==> src/design/clock_gen_pkg.sv <==
/*
  Shared constants, the clock-source switch states and the divider-field decode for the clock generator.
  Assumes nothing of its surroundings; it is imported by the generator and its divider.
*/
package clock_gen_pkg;

  ////////////////////////////////////////////////////////////////////////////
  // divider field layout and reset value
  localparam int CPU_DIV_W = 4;
  localparam int CPU_DIV_SUB_POS = 3;
  localparam logic [CPU_DIV_W-1:0] CPU_DIV_RESET = 4'h3;
  localparam int CPU_TAPS = 6;
  localparam int PERIPH_TAPS = 11;
  localparam int PERIPH_MODULO = 1024;
  localparam int CPU_MODULO = 32;

  ////////////////////////////////////////////////////////////////////////////
  // frequencies and ratios
  localparam int PLL_MULT = 4;
  localparam int SUB_CLOCK_HZ = 32768;
  localparam int WATCH_DIV_DEFAULT = 122;
  localparam int PLL_CNT_W_DEFAULT = 16;

  ////////////////////////////////////////////////////////////////////////////
  // cpu source switch states, gray along main -> sub -> main
  typedef enum logic [1:0] {
    SRC_MAIN = 2'h0,
    SRC_TO_SUB = 2'h1,
    SRC_SUB = 2'h3,
    SRC_TO_MAIN = 2'h2
  } src_state_e;

  // the codes 011x may not be written
  function automatic logic div_prohibited(input logic [CPU_DIV_W-1:0] field);
    div_prohibited = (field[3:1] == 3'h3);
  endfunction : div_prohibited

  // low bits of a count all ones
  function automatic logic low_ones(input logic [15:0] value, input int bits);
    logic [15:0] mask;
    mask = 16'hFFFF >> (16 - bits);
    low_ones = ((value & mask) == mask);
  endfunction : low_ones

endpackage : clock_gen_pkg

==> src/design/clock_generator.sv <==
/*
  Clock generator with prescalers. Clocks are carried as one-cycle tick enables on clock_in.
  Assumes main and sub oscillator ticks arrive synchronous to clock_in and slower than half its rate,
  and that the power-save modes and control bits come from the surrounding controller.
*/
// How it works
// - The main oscillator halts in stop mode, or when the stop bit is set while the cpu runs from the subclock.
// - The system clock selector offers fxx, fxx/2, /4, /8, /16, /32 or the subclock.
// - A cpu-side prescaler divides fxx down to /32 and feeds these to the selector.
// - The selected system clock drives the core memories and can be sent out on the clock output pin.
// - A peripheral prescaler provides fxx down to fxx/1024 to the peripherals.
// - A watch prescaler divides the raw oscillator clock down to 32.768 kHz for the watch timer.
// - The pll multiplies the oscillator rate by four in pll mode.
// - The pll select bit chooses clock-through (oscillator as is) or the multiplied clock.
// - The pll run bit starts the pll when set and stops it when cleared.
// - The divider field codes 0000../1, 0001 /2 .. 0101 /32, 011x prohibited, 1xxx subclock, reset 0011.
// - The read-only source status reads 0 on the main clock and 1 on the subclock.
// - The stop bit does not halt the oscillator until the cpu has moved over to the subclock.
`timescale 1ns/1ns
module clock_generator #(
  parameter int WATCH_DIV = clock_gen_pkg::WATCH_DIV_DEFAULT,
  parameter int PLL_CNT_W = clock_gen_pkg::PLL_CNT_W_DEFAULT
) (
  input wire logic clock_in,
  input wire logic reset_in,
  input wire logic clock_enable_in,
  input wire logic main_osc_tick_in,
  input wire logic sub_osc_tick_in,
  input wire logic stop_mode_in,
  input wire logic idle_mode_in,
  input wire logic halt_mode_in,
  input wire logic main_osc_stop_bit_in,
  input wire logic pll_output_select_bit_in,
  input wire logic pll_run_bit_in,
  input wire logic cpu_divider_write_in,
  input wire logic [clock_gen_pkg::CPU_DIV_W-1:0] cpu_divider_field_in,
  input wire logic clock_output_enable_in,
  output logic [clock_gen_pkg::CPU_DIV_W-1:0] cpu_divider_field_out,
  output logic cpu_source_status_bit_out,
  output logic main_osc_run_out,
  output logic pll_active_out,
  output logic system_tick_out,
  output logic cpu_tick_out,
  output logic [clock_gen_pkg::PERIPH_TAPS-1:0] periph_tick_out,
  output logic watch_tick_out,
  output logic clock_output_pin_out
);
  import clock_gen_pkg::*;

  // refuse ratios and counter widths the logic cannot serve
  if (WATCH_DIV < 2 || WATCH_DIV > 65535 || PLL_CNT_W < 4 || PLL_CNT_W > 32) begin : g_bad_size
    $error("clock_generator: unsupported WATCH_DIV or PLL_CNT_W");
  end

  ////////////////////////////////////////////////////////////////////////////
  // control state
  logic [CPU_DIV_W-1:0] div_q, div_d;
  src_state_e src_q, src_d;
  logic osc_run_q, osc_run_d;
  logic pll_run_q, pll_run_d;

  logic fx_tick;
  logic fxx_tick;
  logic pll_tick;
  logic [CPU_TAPS-1:0] cpu_taps;
  logic [PERIPH_TAPS-1:0] periph_taps;
  logic watch_wrap;
  logic main_sel_tick;
  logic sel_tick;
  logic sys_gate;

  // raw oscillator only counts while it runs
  assign fx_tick = main_osc_tick_in && osc_run_q;

  ////////////////////////////////////////////////////////////////////////////
  // divider field, source switch, oscillator and pll run
  always_comb begin
    div_d = div_q;
    if (cpu_divider_write_in && !div_prohibited(cpu_divider_field_in)) begin
      div_d = cpu_divider_field_in;
    end
    src_d = src_q;
    unique case (src_q)
      SRC_MAIN: begin
        if (div_q[CPU_DIV_SUB_POS]) begin
          src_d = SRC_TO_SUB;
        end
      end
      SRC_TO_SUB: begin
        if (!div_q[CPU_DIV_SUB_POS]) begin
          src_d = SRC_MAIN;
        end else if (sub_osc_tick_in) begin
          src_d = SRC_SUB;
        end
      end
      SRC_SUB: begin
        if (!div_q[CPU_DIV_SUB_POS]) begin
          src_d = SRC_TO_MAIN;
        end
      end
      SRC_TO_MAIN: begin
        if (div_q[CPU_DIV_SUB_POS]) begin
          src_d = SRC_SUB;
        end else if (main_sel_tick) begin
          src_d = SRC_MAIN;
        end
      end
    endcase
    // stop bit only counts once the cpu is on the subclock
    osc_run_d = !(stop_mode_in || (main_osc_stop_bit_in && cpu_source_status_bit_out));
    pll_run_d = pll_run_bit_in;
  end

  always_ff @(posedge clock_in) begin
    if (reset_in) begin
      div_q <= CPU_DIV_RESET;
      src_q <= SRC_MAIN;
      osc_run_q <= 1'b1;
      pll_run_q <= 1'b0;
    end else if (clock_enable_in) begin
      div_q <= div_d;
      src_q <= src_d;
      osc_run_q <= osc_run_d;
      pll_run_q <= pll_run_d;
    end
  end

  // status follows the clock actually in use
  assign cpu_source_status_bit_out = (src_q == SRC_SUB) || (src_q == SRC_TO_MAIN);
  assign cpu_divider_field_out = div_q;
  assign main_osc_run_out = osc_run_q;
  assign pll_active_out = pll_run_q;

  ////////////////////////////////////////////////////////////////////////////
  // pll: measure the oscillator period, emit four evenly spaced ticks
  logic [PLL_CNT_W-1:0] per_cnt_q, per_cnt_d;
  logic [PLL_CNT_W-1:0] quarter_q, quarter_d;
  logic [PLL_CNT_W-1:0] phase_q, phase_d;
  logic [1:0] emitted_q, emitted_d;

  always_comb begin
    per_cnt_d = per_cnt_q + PLL_CNT_W'(1);
    quarter_d = quarter_q;
    phase_d = phase_q + PLL_CNT_W'(1);
    emitted_d = emitted_q;
    pll_tick = 1'b0;
    if (!pll_run_q) begin
      per_cnt_d = '0;
      quarter_d = '0;
      phase_d = '0;
      emitted_d = '0;
    end else if (fx_tick) begin
      // period / 4 gives the x4 spacing
      quarter_d = (per_cnt_q + PLL_CNT_W'(1)) >> 2;
      per_cnt_d = '0;
      phase_d = '0;
      emitted_d = '0;
      pll_tick = (quarter_q != '0);
    end else if (quarter_q != '0 && emitted_q != 2'(PLL_MULT - 1)
                 && phase_q + PLL_CNT_W'(1) >= quarter_q) begin
      phase_d = '0;
      emitted_d = emitted_q + 2'h1;
      pll_tick = 1'b1;
    end
  end

  always_ff @(posedge clock_in) begin
    if (reset_in) begin
      per_cnt_q <= '0;
      quarter_q <= '0;
      phase_q <= '0;
      emitted_q <= '0;
    end else if (clock_enable_in) begin
      per_cnt_q <= per_cnt_d;
      quarter_q <= quarter_d;
      phase_q <= phase_d;
      emitted_q <= emitted_d;
    end
  end

  // clock-through passes fx, pll mode passes the multiplied ticks
  assign fxx_tick = pll_output_select_bit_in ? pll_tick : fx_tick;

  ////////////////////////////////////////////////////////////////////////////
  // prescalers
  tick_divider #(.TAPS(CPU_TAPS), .MODULO(CPU_MODULO)) cpu_prescaler (
    .clock_in(clock_in),
    .reset_in(reset_in),
    .enable_in(clock_enable_in),
    .tick_in(fxx_tick),
    .taps_out(cpu_taps),
    .wrap_out()
  );

  tick_divider #(.TAPS(PERIPH_TAPS), .MODULO(PERIPH_MODULO)) periph_prescaler (
    .clock_in(clock_in),
    .reset_in(reset_in),
    .enable_in(clock_enable_in),
    .tick_in(fxx_tick),
    .taps_out(periph_taps),
    .wrap_out()
  );

  tick_divider #(.TAPS(1), .MODULO(WATCH_DIV)) watch_prescaler (
    .clock_in(clock_in),
    .reset_in(reset_in),
    .enable_in(clock_enable_in),
    .tick_in(fx_tick),
    .taps_out(),
    .wrap_out(watch_wrap)
  );

  ////////////////////////////////////////////////////////////////////////////
  // system clock selector and gating
  always_comb begin
    main_sel_tick = cpu_taps[div_q[2:0] > 3'h5 ? 3'h5 : div_q[2:0]];
    if (src_q == SRC_SUB || src_q == SRC_TO_MAIN) begin
      sel_tick = sub_osc_tick_in;
    end else begin
      sel_tick = main_sel_tick;
    end
    sys_gate = !(idle_mode_in || stop_mode_in);
  end

  logic sys_tick_q, sys_tick_d;
  logic cpu_tick_q, cpu_tick_d;
  logic [PERIPH_TAPS-1:0] periph_q, periph_d;
  logic watch_q, watch_d;
  logic clk_pin_q, clk_pin_d;

  // registered tick outputs and clock pin level
  always_comb begin
    sys_tick_d = sel_tick && sys_gate;
    cpu_tick_d = sel_tick && sys_gate && !halt_mode_in;
    periph_d = sys_gate ? periph_taps : '0;
    watch_d = watch_wrap;
    clk_pin_d = clk_pin_q;
    if (!clock_output_enable_in) begin
      clk_pin_d = 1'b0;
    end else if (sys_tick_d) begin
      clk_pin_d = !clk_pin_q;
    end
  end

  always_ff @(posedge clock_in) begin
    if (reset_in) begin
      sys_tick_q <= 1'b0;
      cpu_tick_q <= 1'b0;
      periph_q <= '0;
      watch_q <= 1'b0;
      clk_pin_q <= 1'b0;
    end else if (clock_enable_in) begin
      sys_tick_q <= sys_tick_d;
      cpu_tick_q <= cpu_tick_d;
      periph_q <= periph_d;
      watch_q <= watch_d;
      clk_pin_q <= clk_pin_d;
    end
  end

  assign system_tick_out = sys_tick_q;
  assign cpu_tick_out = cpu_tick_q;
  assign periph_tick_out = periph_q;
  assign watch_tick_out = watch_q;
  assign clock_output_pin_out = clk_pin_q;

endmodule : clock_generator

==> src/design/tick_divider.sv <==
/*
  Ripple-free tick divider: counts input ticks modulo MODULO and offers one tick per power-of-two tap.
  Assumes the input tick is a one-cycle enable synchronous to clock_in.
*/
`timescale 1ns/1ns
module tick_divider #(
  parameter int TAPS = 6,
  parameter int MODULO = 32
) (
  input wire logic clock_in,
  input wire logic reset_in,
  input wire logic enable_in,
  input wire logic tick_in,
  output logic [TAPS-1:0] taps_out,
  output logic wrap_out
);
  import clock_gen_pkg::*;

  localparam int W = (MODULO > 2) ? $clog2(MODULO) : 1;

  // refuse sizes the counter and tap decode cannot serve
  if (MODULO < 2 || W > 16 || TAPS < 1 || TAPS - 1 > W) begin : g_bad_size
    $error("tick_divider: unsupported TAPS/MODULO");
  end

  logic [W-1:0] count_q;
  logic [W-1:0] count_d;

  ////////////////////////////////////////////////////////////////////////////
  // next count, wraps at MODULO-1
  always_comb begin
    count_d = count_q;
    if (tick_in) begin
      count_d = wrap_out ? '0 : count_q + W'(1);
    end
  end

  always_ff @(posedge clock_in) begin
    if (reset_in) begin
      count_q <= '0;
    end else if (enable_in) begin
      count_q <= count_d;
    end
  end

  // tap k fires once every 2**k input ticks
  always_comb begin
    for (int k = 0; k < TAPS; k++) begin
      taps_out[k] = tick_in && (k == 0 || low_ones(16'(count_q), k));
    end
    wrap_out = tick_in && (count_q == W'(MODULO - 1));
  end

endmodule : tick_divider

==> config.mk <==
export PLATFORM = sky130hd
export DESIGN_NAME = clock_generator
export DESIGN_NICKNAME = d
export VERILOG_FILES = /design/src/design/clock_gen_pkg.sv /design/src/design/clock_generator.sv /design/src/design/tick_divider.sv
export SDC_FILE = /design/constraint.sdc
export NUM_CORES = 1
export LEC_CHECK = 0
export ABC_AREA = 1
export BUFFER_PORTS_ARGS = -buffer_cell sky130_fd_sc_hd__buf_4
export CAP_MARGIN = 0
export CORE_MARGIN = 2
export CORE_UTILIZATION = 43
export CTS_CLUSTER_DIAMETER = 80
export CTS_CLUSTER_SIZE = 20
export DETAILED_ROUTE_END_ITERATION = 10
export GPL_TIMING_DRIVEN = 0
export SLEW_MARGIN = 20
export SYNTH_ARGS = -nofsm -noshare
export SYNTH_HDL_FRONTEND = slang
export SYNTH_SLANG_ARGS = --single-unit
==> constraint.sdc <==
create_clock -name clock_in -period 2.7 [get_ports clock_in]
set_input_delay 0.405 -clock clock_in [delete_from_list [all_inputs] [get_ports clock_in]]
set_output_delay 0.405 -clock clock_in [all_outputs]
set_load 0.02 [all_outputs]
# Word level (Yosys, flattened, before mapping)
# Index checks and enable logic that the tools add are counted.
[word_totals] ff_bits=95
[op_classes] n_addsub=6 order_cmp=3 eq_ne=26 muxes=31 n_reduce_logical=40
[ops] op="$mux 16" count=7
[ops] op="$add 16x1->16 const B" count=2
[ops] op="$logic_and 1x1->1" count=23
[ops] op="$mux 2" count=9
[ops] op="$ge 16x16->1" count=1
[ops] op="$reduce_bool 16->1" count=1
[ops] op="$eq 7x7->1 const B" count=2
[ops] op="$reduce_and 2->1" count=6
[ops] op="$mux 11" count=1
[ops] op="$add 10x1->10 const B" count=1
[ops] op="$eq 10x10->1 const B" count=1
[ops] op="$eq 5x5->1 const B" count=2
[ops] op="$mux 10" count=1
[ops] op="$eq 9x9->1 const B" count=1
[ops] op="$eq 2x2->1 const B" count=4
[ops] op="$eq 4x4->1 const B" count=2
[ops] op="$eq 8x8->1 const B" count=1
[ops] op="$mux 1" count=8
[ops] op="$pmux 2 s4" count=1
[ops] op="$add 7x1->7 const B" count=1
[ops] op="$mux 7" count=1
[ops] op="$eq 3x3->1 const B" count=2
[ops] op="$eq 6x6->1 const B" count=1
[ops] op="$ne 2x2->1 const B" count=3
[ops] op="16 further kinds" count=24

# Depth between registers and ports, before layout
# Gate-level depths: netlist of run 1.
[depth] depth_word=14 depth_mapped=25

# Cells and area by module
# From an unflattened synthesis of run 1, not the netlist that was laid out.
[hier_totals] cells_unflattened=749 hier_area_um2=5380.2
[modules_own_cells] module="clock_generator" instances=1 cells_per_inst=545 area_each_um2=3906.2 seq_area_each_um2=1421.4
[modules_own_cells] module="tick_divider (periph_prescaler)" instances=1 cells_per_inst=95 area_each_um2=721.9 seq_area_each_um2=200.2
[modules_own_cells] module="tick_divider (watch_prescaler)" instances=1 cells_per_inst=61 area_each_um2=409.1 seq_area_each_um2=140.1
[modules_own_cells] module="tick_divider (cpu_prescaler)" instances=1 cells_per_inst=48 area_each_um2=342.8 seq_area_each_um2=100.1

# Worst setup path after synthesis of run 1
# Ideal clock, no wire load.
[synth_timing] path_kind="register -> register" startpoint="reg phase_q[3]" endpoint="reg cpu_prescaler.count_q[2]" setup_ps=115 arrival_time_ps=2558 required_time_ps=2585 slack_ps=27 stages_incl_launch_ff=24 path_cell_list="dfxtp_1 -> nand2_2 -> nor2_2 -> nand2_2 -> nor2_1 -> nand3_1 -> nor2_1 -> xnor2_1 -> inv_1 -> ha_1 -> a21o_1 -> nor2_1 -> nand2_1 -> inv_1 -> nand2_1 -> nand2_2 -> nand2_2 -> nand2_2 -> nand2_4 -> nand2_8 -> inv_6 -> buf_8 -> o21ai_1 -> nor2_1"
[synth_between] elab_chain_cells=9 elab_cells_between_ends=10 classes_between="add/sub: 1; order compare: 1; mux: 5; reduce/logical: 3"
[synth_rtl] item="from (decl)" line_no="clock_generator.sv:138" rtl="logic [PLL_CNT_W-1:0] phase_q, phase_d;"
[synth_rtl] item="from (signal assigned)" line_no="clock_generator.sv:176" rtl="phase_q <= phase_d;"
[synth_rtl] item="$add 16x1->16 *" line_no="clock_generator.sv:160" rtl="&& phase_q + PLL_CNT_W'(1) >= quarter_q) begin"
[synth_rtl] item="$ge 16x16->1 *" line_no="clock_generator.sv:160"
[synth_rtl] item="$logic_and 1x1->1 *" line_no="clock_generator.sv:160"
[synth_rtl] item="$mux 1 *" line_no="clock_generator.sv:159" rtl="end else if (quarter_q != '0 && emitted_q != 2'(PLL_MULT - 1)"
[synth_rtl] item="$mux 1 *" line_no="clock_generator.sv:152" rtl="end else if (fx_tick) begin"
[synth_rtl] item="$mux 1 *" line_no="clock_generator.sv:147" rtl="if (!pll_run_q) begin"
[synth_rtl] item="$mux 1 *" line_no="clock_generator.sv:182" rtl="assign fxx_tick = pll_output_select_bit_in ? pll_tick : fx_tick;"
[synth_rtl] item="$logic_and 1x1->1" line_no="tick_divider.sv:51" rtl="wrap_out = tick_in && (count_q == W'(MODULO - 1));"
[synth_rtl] item="$mux 5" line_no="tick_divider.sv:34" rtl="count_d = wrap_out ? '0 : count_q + W'(1);"
[synth_rtl] item="to (signal assigned)" line_no="tick_divider.sv:42" rtl="count_q <= count_d;"
[synth_rtl] item="to (decl)" line_no="tick_divider.sv:26" rtl="logic [W-1:0] count_q;"
# Mark *: on every way between the ends. The rest lies on a longest branch, timed or not.
# A chain may end at the register's enable or synchronous reset.

# Final worst setup path of run 1
[layout_timing] startpoint="reg phase_q[6]" endpoint="reg phase_q[13]"
[layout_between] elab_chain_cells=6
[layout_rtl] item="$add 16x1->16 *" line_no="clock_generator.sv:144, clock_generator.sv:160"
[layout_rtl] item="$ge 16x16->1" line_no="clock_generator.sv:160"
[layout_rtl] item="$logic_and 1x1->1" line_no="clock_generator.sv:160"
[layout_rtl] item="$mux 16 *" line_no="clock_generator.sv:159"
[layout_rtl] item="$mux 16 *" line_no="clock_generator.sv:152"
[layout_rtl] item="$mux 16 *" line_no="clock_generator.sv:147"
# Marks and branches as above.

==> results of run 1 <==
worst reg2reg max path, cell delays in order (launching register included):
cell and delay [ns]:
sky130_fd_sc_hd__dfxtp_2 0.33, sky130_fd_sc_hd__nand2_2 0.08, sky130_fd_sc_hd__nor2_2 0.12, sky130_fd_sc_hd__nand2_2 0.09
sky130_fd_sc_hd__nor2_4 0.12, sky130_fd_sc_hd__nand3_4 0.10, sky130_fd_sc_hd__nor2_4 0.10, sky130_fd_sc_hd__xnor2_1 0.12
sky130_fd_sc_hd__inv_1 0.10, sky130_fd_sc_hd__buf_4 0.14, sky130_fd_sc_hd__buf_4 0.12, sky130_fd_sc_hd__buf_4 0.12
sky130_fd_sc_hd__buf_4 0.12, sky130_fd_sc_hd__buf_4 0.12, sky130_fd_sc_hd__buf_4 0.12, sky130_fd_sc_hd__buf_4 0.12
sky130_fd_sc_hd__buf_4 0.12, sky130_fd_sc_hd__buf_4 0.12, sky130_fd_sc_hd__buf_4 0.12, sky130_fd_sc_hd__buf_4 0.13
sky130_fd_sc_hd__buf_6 0.10, sky130_fd_sc_hd__nand2_1 0.06, sky130_fd_sc_hd__a21oi_1 0.05
synthesized netlist by cell type, drive strengths merged:
cell     number  area (µm²)
o21ai        15        75.1
a2111oi       1        8.76
nand4        16         100
xor2         15         131
o211ai        1        7.51
ha           30         375
buf           5        42.5
nor3         12        60.1
inv          86         328
nor4          3        18.8
clkbuf       16        60.1
nand2       210         830
o21bai        2        18.8
or2           7        43.8
nor2         58         238
dfxtp        93        1860
nand3b        5        37.5
a21oi        93         469
o22ai         1        6.26
a31oi         2        12.5
a211oi        2        15.0
xnor2         9        78.8
a22oi         1        7.51
nand3        28         140
or3           1        6.26
a21o          1        7.51
o31ai         1        7.51
cells by family after synthesis:
kind of cell               synth area share
DFF                                   0.373
and+or+nand+nor                       0.296
adders and majority gates            0.0753
AOI/OAI and AO/OA                     0.127
xor gates and xnor gates             0.0421
buffers and inverters                0.0863
through the flow:
step	worst slack (ns)	instance area [µm²]	hold WS, ns
finish	-0.142	6470	0.266
global route	-0.315	6470	0.286
CTS	-0.150	6210	0.261
detailed placement	-0.446	5450	0.457
global placement	-0.388	5450	0.447
floorplan	0.0273	4990	0.428
flip-flops by register name, indices dropped and copies added, names as in the netlist:
name and count:
clock_output_pin_out 1, cpu_divider_field_out 4, cpu_prescaler.count_q 5, cpu_tick_out 1, emitted_q 2, main_osc_run_out 1
per_cnt_q 16, periph_prescaler.count_q 10, periph_tick_out 11, phase_q 16, pll_active_out 1, quarter_q 14
src_q 2, system_tick_out 1, watch_prescaler.count_q 7, watch_tick_out 1
metal layers:
layer	up-vias	global-route usage
met5	-	0
met4	0	0.0782
met3	18	0.0376
met2	97	0.323
met1	2219	0.297
li1	2487	-
repair_timing:
action / in CTS / in global routing
hold buffers: 0 / 0
pin swaps: 26 / 34
endpoints found under the setup margin: 49 / 49
gates cloned: 3 / 0
buffers inserted: 31 / 10
resized for setup: 49 / 54
power by group through the flow:
stage	sequential (mW)	combinational [mW]	clock, mW
2_1_floorplan	1.44	0.137	0
3_3_place_gp	1.44	0.224	0
3_5_place_dp	1.44	0.227	0
4_1_cts	1.40	0.253	1.34
5_1_grt	1.41	0.315	1.39
6_report	1.41	0.283	1.31
area by class of cell:
type                       instances  area [µm²]  share of cell area
clock inverter                     5        57.6             0.00889
multi-input combinational        514        3000               0.463
timing repair buffer              81         668               0.103
inverter                          86         330              0.0510
buffer                            21         116              0.0180
clock buffer                      11         243              0.0375
sequential                        93        1880               0.290
tap                              143         179              0.0276
worst max-delay path by stage:
stage,startpoint,end
final,phase_q[6]$_SDFFE_PP0P_,phase_q[13]$_SDFFE_PP0P_
after global routing,phase_q[0]$_SDFFE_PP0P_,periph_tick_out[5]$_SDFFE_PP0P_
after CTS,phase_q[1]$_SDFFE_PP0P_,src_q[1]$_SDFFE_PP0P_
after detailed placement,phase_q[0]$_SDFFE_PP0P_,periph_prescaler.count_q[1]$_SDFFE_PP0P_
after global placement,phase_q[0]$_SDFFE_PP0P_,periph_prescaler.count_q[8]$_SDFFE_PP0P_
after floorplan,phase_q[3]$_SDFFE_PP0P_,cpu_prescaler.count_q[2]$_SDFFE_PP0P_
==> results, run 1 <==
- The run finished, with violations left.
- The checks that failed: negative setup slack.
- Clock tree synthesis selected as its root buffer the cell sky130_fd_sc_hd__clkbuf_16.
- The worst setup path is captured at a register.
- The critical path goes through nand2_2 > nor2_2 > nand2_2 > nor2_4 > nand3_4 > nor2_4 > xnor2_1 > inv_1 > buf_4 > buf_4 > buf_4 > buf_4 > buf_4 > buf_4 > buf_4 > buf_4 > buf_4 > buf_4 > buf_4 > buf_6 > nand2_1 > a21oi_1.
- The beginning of the worst register-to-register path is phase_q[6]$_SDFFE_PP0P_.
- The total count of max-transition violations in the final report is 0.
- 0 antenna diodes ended up in the layout.
- The category of the critical setup timing path is reg -> reg.
- The clock tree skew after final layout is 0.00730 ns.
- The relative contribution of the clock network to total power is 0.437.
- From synthesis to final layout, the design area changed by 29.8%.
- The data required time at the worst endpoint is 2.93 ns.
- The cell with the most instances on the worst path is sky130_fd_sc_hd__buf_4.
- Of the total power, the share spent switching nets is 0.254.
- The maximum number of pins on one net before global-route repair is 16.
- The post-route clock period utilization is 1.05.
- Synthesis inferred 93 register bits.
- The wire length of the first global-routing pass is 21.5 mm.
- The cell family contributing the most delay on the critical path is buffers and inverters.
- The source-to-sink clock delay at the later pin of the worst-skew pair is 0.35 ns.
- The total number of cells along the worst setup path is 22.
- The overall via count from detail_route is 4821.
- Summed over all layers, the global routing overflow is 0.
- In this run, placement finished with an instance count of 895.
- Subtracting the final worst setup slack from the clock period gives 2.84 ns.
- The final setup TNS is -1.92 ns.
- The count of distinct cell types in the synthesized netlist is 41.
- In this run the worst path has a maximum fanout of 2.
- The initial antenna violation count is 0.
- After detailed routing, the number of remaining DRC violations is 0.
- The most common library cell in the layout ignoring fill and taps is sky130_fd_sc_hd__nand2_1.
- In this run the remaining antenna-violating nets after routing total 0.
- The number of non-filler instances in the completed layout is 954.
- The first-pass iteration count of the detailed router is 5.
- The full die area is 12500 µm².
- The share of total power dissipated in sequential elements is 0.468.
- The flop-to-flop setup slack is -0.14 ns.
- Summed over all nets, wire length on met2 after detailed routing comes to 6.00 mm.
- The via count of the first global-routing pass is 4481.
- The ratio of routed vias to standard cells is 5.05.
- Together, buffers and inverters on the worst path number 13.
- The final HPWL from detailed placement is 8.94 mm.
- The layout net count is 853.
- The count of buffers added on input and output ports is 38.
- The global router's overall resource usage is 0.211.
- In this run the deepest clock path goes through 2 buffers.
- The endpoint of the worst hold path is cpu_divider_field_out[0]$_SDFFE_PP1P_.
- Data on the critical path arrives at its endpoint at 3.07 ns.
- The class of the worst hold path is in -> reg.
- The tool flagged a number of max-cap violations equal to 0.
- The master of the slowest instance on the critical path is sky130_fd_sc_hd__dfxtp_2.
- The sum of met3 wire segment lengths after detailed routing is 510 µm.
- Based on the critical path, the design can be clocked at up to 352 MHz.
- Summed over all nets, the switching power comes to 761 µW.
- The fraction of layout cells with a size suffix above 1 is 0.238.
- The clock net in this run drives a total of 93 sinks.
- At the pin with the least slew margin, the transition time is 0.809 ns.
- The leakage power summed over all cells is 2.72 nW.
- The highest routing layer actually used is met4.
- Across the VDD grid, the largest voltage drop is 364 µV.
- After clock tree synthesis, the clock-pin slew on the worst setup and hold paths is 0.07 ns.
- The mean instance size in the synthesized netlist is 6.98 µm².
- In the synthesized netlist, the number of instances is 714.
- In the final routing, the length of wire on met1 measures 6.30 mm.
- In this run the tightest slew margin relative to its limit is 0.447.
- On the worst path, the slowest cell contributes a delay of 0.33 ns.
- The count of filler cells inserted in the layout is 1057.
- The final layout contains routed wiring with a total length of 13.0 mm.
- The total CTS buffers is 9.
- In the layout the commonest cells are 183 x sky130_fd_sc_hd__nand2_1, 86 x sky130_fd_sc_hd__dfxtp_1, 80 x sky130_fd_sc_hd__inv_1.
- The count of final setup violators is 41.
- The worst min-delay path startpoint is cpu_divider_field_in[0].
- The total of warnings raised by yosys is 0.
- The final hold violation count is 0.
- The number of nets handed over by synthesis was 761.
- The last weighted congestion value of the routability-driven placer is 0.843.
- During I/O placement, the number of pins put on the boundary was 39.
- The power per cell area is 463 nW/µm².
- At the end of the flow the core is filled with cells to 0.569.
- After detailed routing, the average wire length per cell comes to 13.7 µm.
- The floorplan has 39 rows.
- The initial utilization of the core area, before any placement, comes to 0.439.
- The proportion of synthesized chip area in sequential cells is 0.373.
- After layout, the design draws a total of 3.00 mW.
- The total core area is 11400 µm².
- Setup repair after global routing could not meet its margin everywhere.
- The internal power is 2.24 mW.
- From bottom edge to top edge, the die measures 112 µm.
- The destination of the worst register-to-register timing path is phase_q[13]$_SDFFE_PP0P_.
- The H-tree level count is 3.
- Along the worst hold path, the cell count comes to 3.
- Setup slack on the critical path of the routed design comes to -0.142 ns.
- STA classifies the critical path startpoint as a register.
- The horizontal die dimension is 112 µm.
- In this run, the number of DRC markers left after iteration 0 of detailed routing was 218.
- TritonCTS built the clock tree.
- In this run the cell area of the synthesized design comes to 4990 µm².
- The share of total power dissipated in combinational logic is 0.094.
- The number of cells on the worst reg-to-reg path is 22.
(Power assumes the default switching activity.)
==> run 2: changes to the inputs <==
--- a/config.mk
+++ b/config.mk
@@ -5,7 +5,6 @@
 export SDC_FILE = /design/constraint.sdc
 export NUM_CORES = 1
 export LEC_CHECK = 0
-export ABC_AREA = 1
 export BUFFER_PORTS_ARGS = -buffer_cell sky130_fd_sc_hd__buf_4
 export CAP_MARGIN = 0
 export CORE_MARGIN = 2
==> results, run 2 <==
- For this run, the number of Yosys warnings is 0.
- The fraction of layout cells with a size suffix above 1 is 0.220.
- Counting instances, the worst hold path has a depth of 3.
- The share of synthesized area in the top cell type comes to 0.350.
- The count of distinct cell types in the synthesized netlist is 59.
- The DRC violation total after the first TritonRoute iteration is 288.
- The total count of max-transition violations in the final report is 0.
- The placement row count is 40.
- The final hold violation count is 0.
- The post-route cell area is 6810 µm².
- The largest registers in the layout are per_cnt_q x16, phase_q x16, quarter_q x14.
- The post-detailed-route count of antenna-violating nets is 0.
- Counting every instance in the synthesized netlist gives 669.
- Between clock sinks in the finished design, the worst skew comes to 0.00848 ns.
- The top fanout value on the critical path is 5.
- During placement, the flow inserted port buffers numbering 36.
- The post-route clock period utilization is 1.21.
- The compound-gate portion of the synthesized area was 0.203.
- The most area-hungry cell type in the Yosys netlist is sky130_fd_sc_hd__dfxtp_1.
- The leading register cell type out of synthesis is sky130_fd_sc_hd__dfxtp_1.
- The die outline height is 115 µm.
- The HPWL after detailed placement is 10.7 mm.
- The via count of the first global-routing pass is 5052.
- The first-pass iteration count of the detailed router is 5.
- The area growth from synthesis to layout is 28.1%.
- The number of buffers between clock root and the deepest sink is 2.
- In the layout the commonest cells are 87 x sky130_fd_sc_hd__dfxtp_1, 75 x sky130_fd_sc_hd__nand2_1, 68 x sky130_fd_sc_hd__nor2_1.
- Of the total synthesized cell area, the portion taken by XOR and XNOR cells is 0.0477.
- The category of the critical setup timing path is reg -> reg.
- The worst reg-to-reg path cell count is 12.
- The clock root buffer is sky130_fd_sc_hd__clkbuf_16.
- The full die area is 13300 µm².
- The die is 115 µm wide.
- In this run the cell area measured after placement is 5890 µm².
- The worst-case IR drop observed on VDD is 429 µV.
- The count of final setup violators is 48.
- The number of enable flip-flop cells after synthesis is 0.
- In the synthesized netlist the async set-or-reset flop fraction comes to 0.
- For the pin with the worst max-slew slack, the measured transition is 0.788 ns.
- Of the total power, the clock network draws 0.447.
- Counting flops and latches in the post-synthesis netlist gives 93.
- The top-level port count is 39.
- In this run the power spent charging and discharging nets is 721 µW.
- The TritonCTS clock tree is built.
- Hold is met by 0.264 ns.
- The routed layout has 5121 vias.
- The beginning of the worst register-to-register path is phase_q[0]$_SDFFE_PP0P_.
- The minimum setup slack in the final design is -0.564 ns.
- The mux cell area share after synthesis is 0.0294.
- The routed design has 15.3 mm of wire.
- In the global route stage, overall resource usage came out at 0.240.
- The tightest min-delay check is of the in -> reg type.
- The number of antenna diodes is 0.
- The post-synthesis simple-gate area fraction is 0.247.
- The kind of launch point of the worst setup path is a register.
- The post-synthesis net count is 716.
- For this design, the CTS-stage hold fixing added 0 buffers.
- After detailed routing, the number of vias per cell comes to 5.56.
- The maximum number of pins on one net before global-route repair is 16.
- Global routing finished with a remaining overflow of 0.
- Measured on the finished design, the core utilization comes to 0.565.
- The internal portion of the total power is 2.19 mW.
- For this configuration, the core starts out at a cell density of 0.441.
- The mean instance size in the synthesized netlist is 7.95 µm².
- Sorting the synthesized cells by area gives the leading types as sky130_fd_sc_hd__dfxtp_1 35%, sky130_fd_sc_hd__ha_1 7.1%, sky130_fd_sc_hd__nand2_1 5.4%.
- The cell with the most instances after synthesis is sky130_fd_sc_hd__dfxtp_1.
- The analysis attributes to cell leakage a power of 2.70 nW.
- The net switching share of the total power is 0.248.
- The total chip power is 2.91 mW.
- STA classifies the critical path endpoint as a register.
- The source-to-sink clock delay at the later pin of the worst-skew pair is 0.36 ns.
- The total of max-cap violations is 0.
- The first global-routing pass estimated 25.0 mm of wire.
- The part of the total power dissipated in combinational logic is 0.074.
- After synthesis the cells add up to 5320 µm².
- The achievable frequency is 306 MHz.
- For the worst setup path, the data required time is 2.95 ns.
- In this run the power density over the cells is 427 nW/µm².
- The total CTS buffers is 9.
- Of the total synthesized cell area, the portion taken by full adders, half adders and majority gates is 0.0706.
- The flow ran to the end, but the final reports show violations.
- The checks that failed: negative setup slack.
- By count the netlist is led by 93 x sky130_fd_sc_hd__dfxtp_1, 77 x sky130_fd_sc_hd__nand2_1, 72 x sky130_fd_sc_hd__nor2_1.
- The last weighted congestion value of the routability-driven placer is 0.845.
- The clock-pin slew on the worst setup and hold paths is 0.07 ns.
- The most common library cell in the layout ignoring fill and taps is sky130_fd_sc_hd__dfxtp_1.
- The TritonCTS sink count is 93.
- The sequential share of power is 0.479.
- After detailed routing, the average wire length per cell comes to 16.7 µm.
- The number of non-filler instances in the completed layout is 921.
- The worst min-delay path startpoint is cpu_divider_field_in[0].
- Measured against its own limit, the worst slew margin works out to 0.475.
- The initial antenna violation count is 0.
- After synthesis, the largest family of logic cells by area is simple AND/OR/NAND/NOR gates.
- The worst hold path terminates at cpu_divider_field_out[0]$_SDFFE_PP1P_.
- The cell count after placement is 873.
- Setup repair after global routing could not meet its margin everywhere.
- The H-tree level count is 3.
- The net count of the finished layout is 795.
- The clock period minus final worst setup slack is 3.26 ns.
- The data arrival time of the critical path is 3.51 ns.
- The proportion of synthesized chip area in sequential cells is 0.350.
- The total core area is 12100 µm².
- The destination of the worst register-to-register timing path is periph_prescaler.count_q[0]$_SDFFE_PP0P_.
- In this run the register-to-register setup slack is -0.56 ns.
- After detailed routing, the number of remaining DRC violations is 0.
-- run 2: cell count changes after synthesis, moves of 12 or more --
cell,change
sky130_fd_sc_hd__nor2_1,+18
sky130_fd_sc_hd__o211ai_1,+12
sky130_fd_sc_hd__a22oi_1,+19
sky130_fd_sc_hd__inv_1,-56
sky130_fd_sc_hd__and3_1,+12
sky130_fd_sc_hd__o21ai_0,+25
sky130_fd_sc_hd__nand2_1,-124
sky130_fd_sc_hd__a21oi_1,-39
sky130_fd_sc_hd__clkbuf_1,+13
-- run 2: worst max-delay path: stages (launching register included) --
cell and delay, ns:
sky130_fd_sc_hd__dfxtp_4 0.37, sky130_fd_sc_hd__and4_1 0.23, sky130_fd_sc_hd__nand4_1 0.23, sky130_fd_sc_hd__nor3_2 0.24, sky130_fd_sc_hd__xor2_1 0.24, sky130_fd_sc_hd__ha_1 0.32, sky130_fd_sc_hd__a21oi_2 0.17, sky130_fd_sc_hd__o21ai_2 0.08
sky130_fd_sc_hd__a211oi_4 0.26, sky130_fd_sc_hd__nand4_1 0.26, sky130_fd_sc_hd__a21oi_4 0.32, sky130_fd_sc_hd__buf_6 0.15, sky130_fd_sc_hd__mux2_4 0.29
-- run 2: worst max path at each step --
stage | depth (start not counted) | end | startpoint
CTS | 12 | periph_prescaler.count_q[0]$_SDFFE_PP0P_ | phase_q[0]$_SDFFE_PP0P_
global placement | 13 | periph_prescaler.count_q[1]$_SDFFE_PP0P_ | phase_q[0]$_SDFFE_PP0P_
detailed placement | 12 | periph_prescaler.count_q[2]$_SDFFE_PP0P_ | phase_q[3]$_SDFFE_PP0P_
finish | 12 | periph_prescaler.count_q[0]$_SDFFE_PP0P_ | phase_q[0]$_SDFFE_PP0P_
floorplan | 12 | cpu_prescaler.count_q[0]$_SDFFE_PP0P_ | phase_q[0]$_SDFFE_PP0P_
global route | 12 | periph_prescaler.count_q[0]$_SDFFE_PP0P_ | phase_q[1]$_SDFFE_PP0P_
-- run 2: through the flow --
| stage | setup TNS [ns] | setup slack [ns] |
|---|---|---|
| 3_3_place_gp | -30.47 | -0.860 |
| 3_5_place_dp | -31.27 | -0.891 |
| 5_1_grt | -24.32 | -0.674 |
| 4_1_cts | -15.29 | -0.401 |
| 2_1_floorplan | -7.99 | -0.297 |
| 6_report | -18.41 | -0.564 |
-- run 2: logic make-up (layout without fill, tap and decap cells) --
kind of cell	Yosys count	after routing
DFF	93	93
xor gates and xnor gates	29	29
adders and majority gates	30	30
and+or+nand+nor	268	268
buffers and inverters	69	153
muxes	15	15
AOI/OAI and AO/OA	165	165
-- run 2: timing repair --
action	CTS	global route
hold endpoints to repair	0	0
gates resized for setup	68	21
gates cloned	2	1
endpoints found under the setup margin	48	48
pin swaps	40	24
setup buffers	25	7
-- run 2: layout make-up --
class | instances | area, µm²
fillers | 1094 | 5250
multi-input cells | 507 | 3510
flip-flops and latches | 93 | 1880
repair buffers | 70 | 603
clock buffers | 12 | 278
well taps | 168 | 210
plain buffers | 38 | 194
inverters | 29 | 109
clock inverters | 4 | 28.8
-- run 2: power by group through the flow --
stage                     Clock, mW  Combinational (mW)  Sequential, mW
after floorplan                   0               0.114            1.43
after global placement            0               0.192            1.43
after detailed placement          0               0.195            1.43
after CTS                      1.32               0.212            1.39
after global routing           1.37               0.237            1.39
final                          1.30               0.216            1.39
-- run 2: layer usage --
layer / routed length (µm) / up-vias / global-route usage
li1: - / 2555 / -
met1: 7100 / 2420 / 0.310
met2: 7130 / 114 / 0.388
met3: 661 / 32 / 0.0390
met4: 449 / 0 / 0.120
met5: 0 / - / 0
==> run 3: changes to the inputs <==
--- a/config.mk
+++ b/config.mk
@@ -17,3 +17,4 @@
 export SYNTH_ARGS = -nofsm -noshare
 export SYNTH_HDL_FRONTEND = slang
 export SYNTH_SLANG_ARGS = --single-unit
+export TNS_END_PERCENT = 1
==> results, run 3 (synthesis results as in run 2) <==
- The run finished, with violations left.
- The final reports fail on negative setup slack.
- The number of antenna diodes is 0.
- The die is 115 µm tall.
- The largest stage delay on the critical path is 0.36 ns.
- The number of buffers between clock root and the deepest sink is 2.
- The clock-pin slew on the worst setup and hold paths is 0.07 ns.
- The total congestion overflow is 0.
- The relative slew slack is 0.453.
- After layout, the worst setup slack is -0.490 ns.
- Dividing the detail-routed wire length by the instance count gives 16.6 µm.
- The worst setup path is launched from a register.
- Across the VDD grid, the largest voltage drop is 333 µV.
- The multi-input logic area is 3370 µm².
- The path class of the tightest hold or removal check is in -> reg.
- The count of filler cells inserted in the layout is 1136.
- Walking the worst path, the cells encountered are and4_1 > nand4_1 > buf_4 > nor3_4 > xor2_2 > ha_1 > a21oi_2 > o21ai_2 > a211oi_2 > buf_4 > nand4_1 > a21oi_4 > buf_12 > mux2_4.
- The floorplan step defined a die boundary enclosing 13300 µm².
- The top fanout value on the critical path is 5.
- The TritonCTS clock tree is built.
- The clock tree skew after final layout is 0.00646 ns.
- Summing internal, switching and leakage power gives 3.05 mW.
- The library cells used most frequently in the layout, excluding fill and tap cells, are 87 x sky130_fd_sc_hd__dfxtp_1, 75 x sky130_fd_sc_hd__nand2_1, 69 x sky130_fd_sc_hd__nor2_1.
- The via count of the first global-routing pass came to 5045.
- The kind of capture point of the worst setup path is a register.
- The data required time at the worst endpoint is 2.94 ns.
- CTS built an H-tree with a depth of 3.
- After the first detailed-routing iteration, the DRC count stood at 310.
- The number of buffers inserted by port buffering is 36.
- In this run the count of I/O pins placed on the die edge is 39.
- The root buffer cell chosen for the clock tree is sky130_fd_sc_hd__clkbuf_16.
- The initial antenna violation count came to 0.
- The congestion estimate from routability-driven global placement came to 0.855.
- For the pin with the worst max-slew slack, the measured transition is 0.810 ns.
- For the worst setup path, the data arrival time is 3.43 ns.
- The category of the critical setup timing path is reg -> reg.
- The post-detailed-route count of antenna-violating nets is 0.
- Summed over all layers, the routed wires come to 15.2 mm.
- The clock drives 93 sinks.
- The achievable frequency is 313 MHz.
- Leaving out fill and tap cells, the most frequent cell in the layout is sky130_fd_sc_hd__dfxtp_1.
- The worst setup slack before clock tree synthesis is -0.932 ns.
- Of the cells placed in the final design, the portion with a size suffix greater than 1 is 0.182.
- The source-to-sink clock delay at the later pin of the worst-skew pair is 0.35 ns.
- The total CTS buffers is 9.
- The ratio of routed vias to standard cells is 5.61.
- The net count of the finished layout is 789.
- Setup violations remaining at the end of the flow were counted as 48.
- The area growth from synthesis to layout is 24.5%.
- The largest registers in the layout are per_cnt_q x16, phase_q x16, quarter_q x14.
- The die is 115 µm wide.
- The dominant delay contributor by cell family on the critical path is simple AND/OR/NAND/NOR gates.
- The initial utilization of the core area, before any placement, comes to 0.441.
- The total area inside the core boundary comes to 12100 µm².
- For this run, design rule violations remaining after detail routing come to 0.
- The power per cell area is 460 nW/µm².
- The leakage power summed over all cells is 2.68 nW.
- The final hold violation count is 0.
- The final HPWL from detailed placement is 10.8 mm.
- Across the run, the number of max-cap violations was 0.
- Across the whole layout, storage elements account for 1880 µm².
- Of the available clock period, the critical path in the final layout requires 1.18.
- Entering global routing, the biggest net connects 15 pins.
- The overall via count from detail_route is 5136.
- The placement row count is 40.
- Counting I/O delays and the setup requirement, the final critical path takes 3.19 ns.
- Setup repair after global routing could not meet its margin everywhere.
- The master of the slowest instance on the critical path is sky130_fd_sc_hd__dfxtp_4.
- The buffer and inverter count on the worst path is 3.
- Across every metal layer, demand over resource in global routing totals 0.242.
- The total count of max-transition violations in the final report was 0.
- The wire length of the first global-routing pass is 25.2 mm.
- The first-pass iteration count of the detailed router is 4.
## run 3: final timing paths
path                                   startpoint                                       end  slack, ns  depth (start not counted)
setup / recovery          phase_q[3]$_SDFFE_PP0P_  periph_prescaler.count_q[0]$_SDFFE_PP0P_      -0.49                         14
hold / removal            cpu_divider_field_in[0]     cpu_divider_field_out[0]$_SDFFE_PP1P_       0.28                          3
setup reg to reg          phase_q[3]$_SDFFE_PP0P_  periph_prescaler.count_q[0]$_SDFFE_PP0P_      -0.49                         14
hold reg to reg   periph_tick_out[6]$_SDFFE_PP0P_           periph_tick_out[6]$_SDFFE_PP0P_       0.47                          2
## run 3: what timing repair did
item                                    in CTS  in global routing
setup buffers                               22                  4
gates resized for setup                     31                 24
hold buffers                                 0                  0
cloned                                       1                  0
pin swaps                                   19                 13
endpoints found under the setup margin      48                 48
## run 3: routing by layer
layer | GRT usage | part of all wire | vias to the layer above
met5 | 0 | 0 | -
met4 | 0.103 | 0.027 | 0
met3 | 0.0464 | 0.050 | 34
met2 | 0.398 | 0.47 | 135
met1 | 0.309 | 0.45 | 2426
li1 | - | - | 2541
## run 3: layout make-up
class / count / share of cell area
tap: 168 / 0.0317
inverter: 29 / 0.0164
timing repair buffer: 63 / 0.0776
clock buffer: 13 / 0.0410
clock inverter: 3 / 0.00982
buffer: 39 / 0.0306
sequential: 93 / 0.284
multi-input combinational: 507 / 0.509
## run 3: worst min-delay path, stage by stage
cell	delay [ns]
sky130_fd_sc_hd__buf_4	0.08
sky130_fd_sc_hd__mux2i_1	0.06
sky130_fd_sc_hd__nand2_1	0.06
## run 3: power by group
part | total (mW) | leakage, nW | internal [mW] | switching [mW]
Combinational | 0.208 | 1.77 | 0.0753 | 0.133
Sequential | 1.39 | 0.755 | 1.38 | 0.0146
Clock | 1.44 | 0.165 | 0.893 | 0.551
Total | 3.05 | 2.68 | 2.35 | 0.699
## run 3: per-stage QoR
stage / hold WS (ns) / util / area (µm²) / TNS, ns / std cells
floorplan: 0.442 / - / 5380 / -8.42 / 669
global placement: 0.454 / 0.486 / 5860 / -31.74 / 873
detailed placement: 0.460 / 0.486 / 5860 / -34.45 / 873
CTS: 0.272 / 0.541 / 6530 / -16.01 / 911
global route: 0.288 / 0.549 / 6630 / -25.10 / 915
finish: 0.277 / 0.549 / 6630 / -16.29 / 915
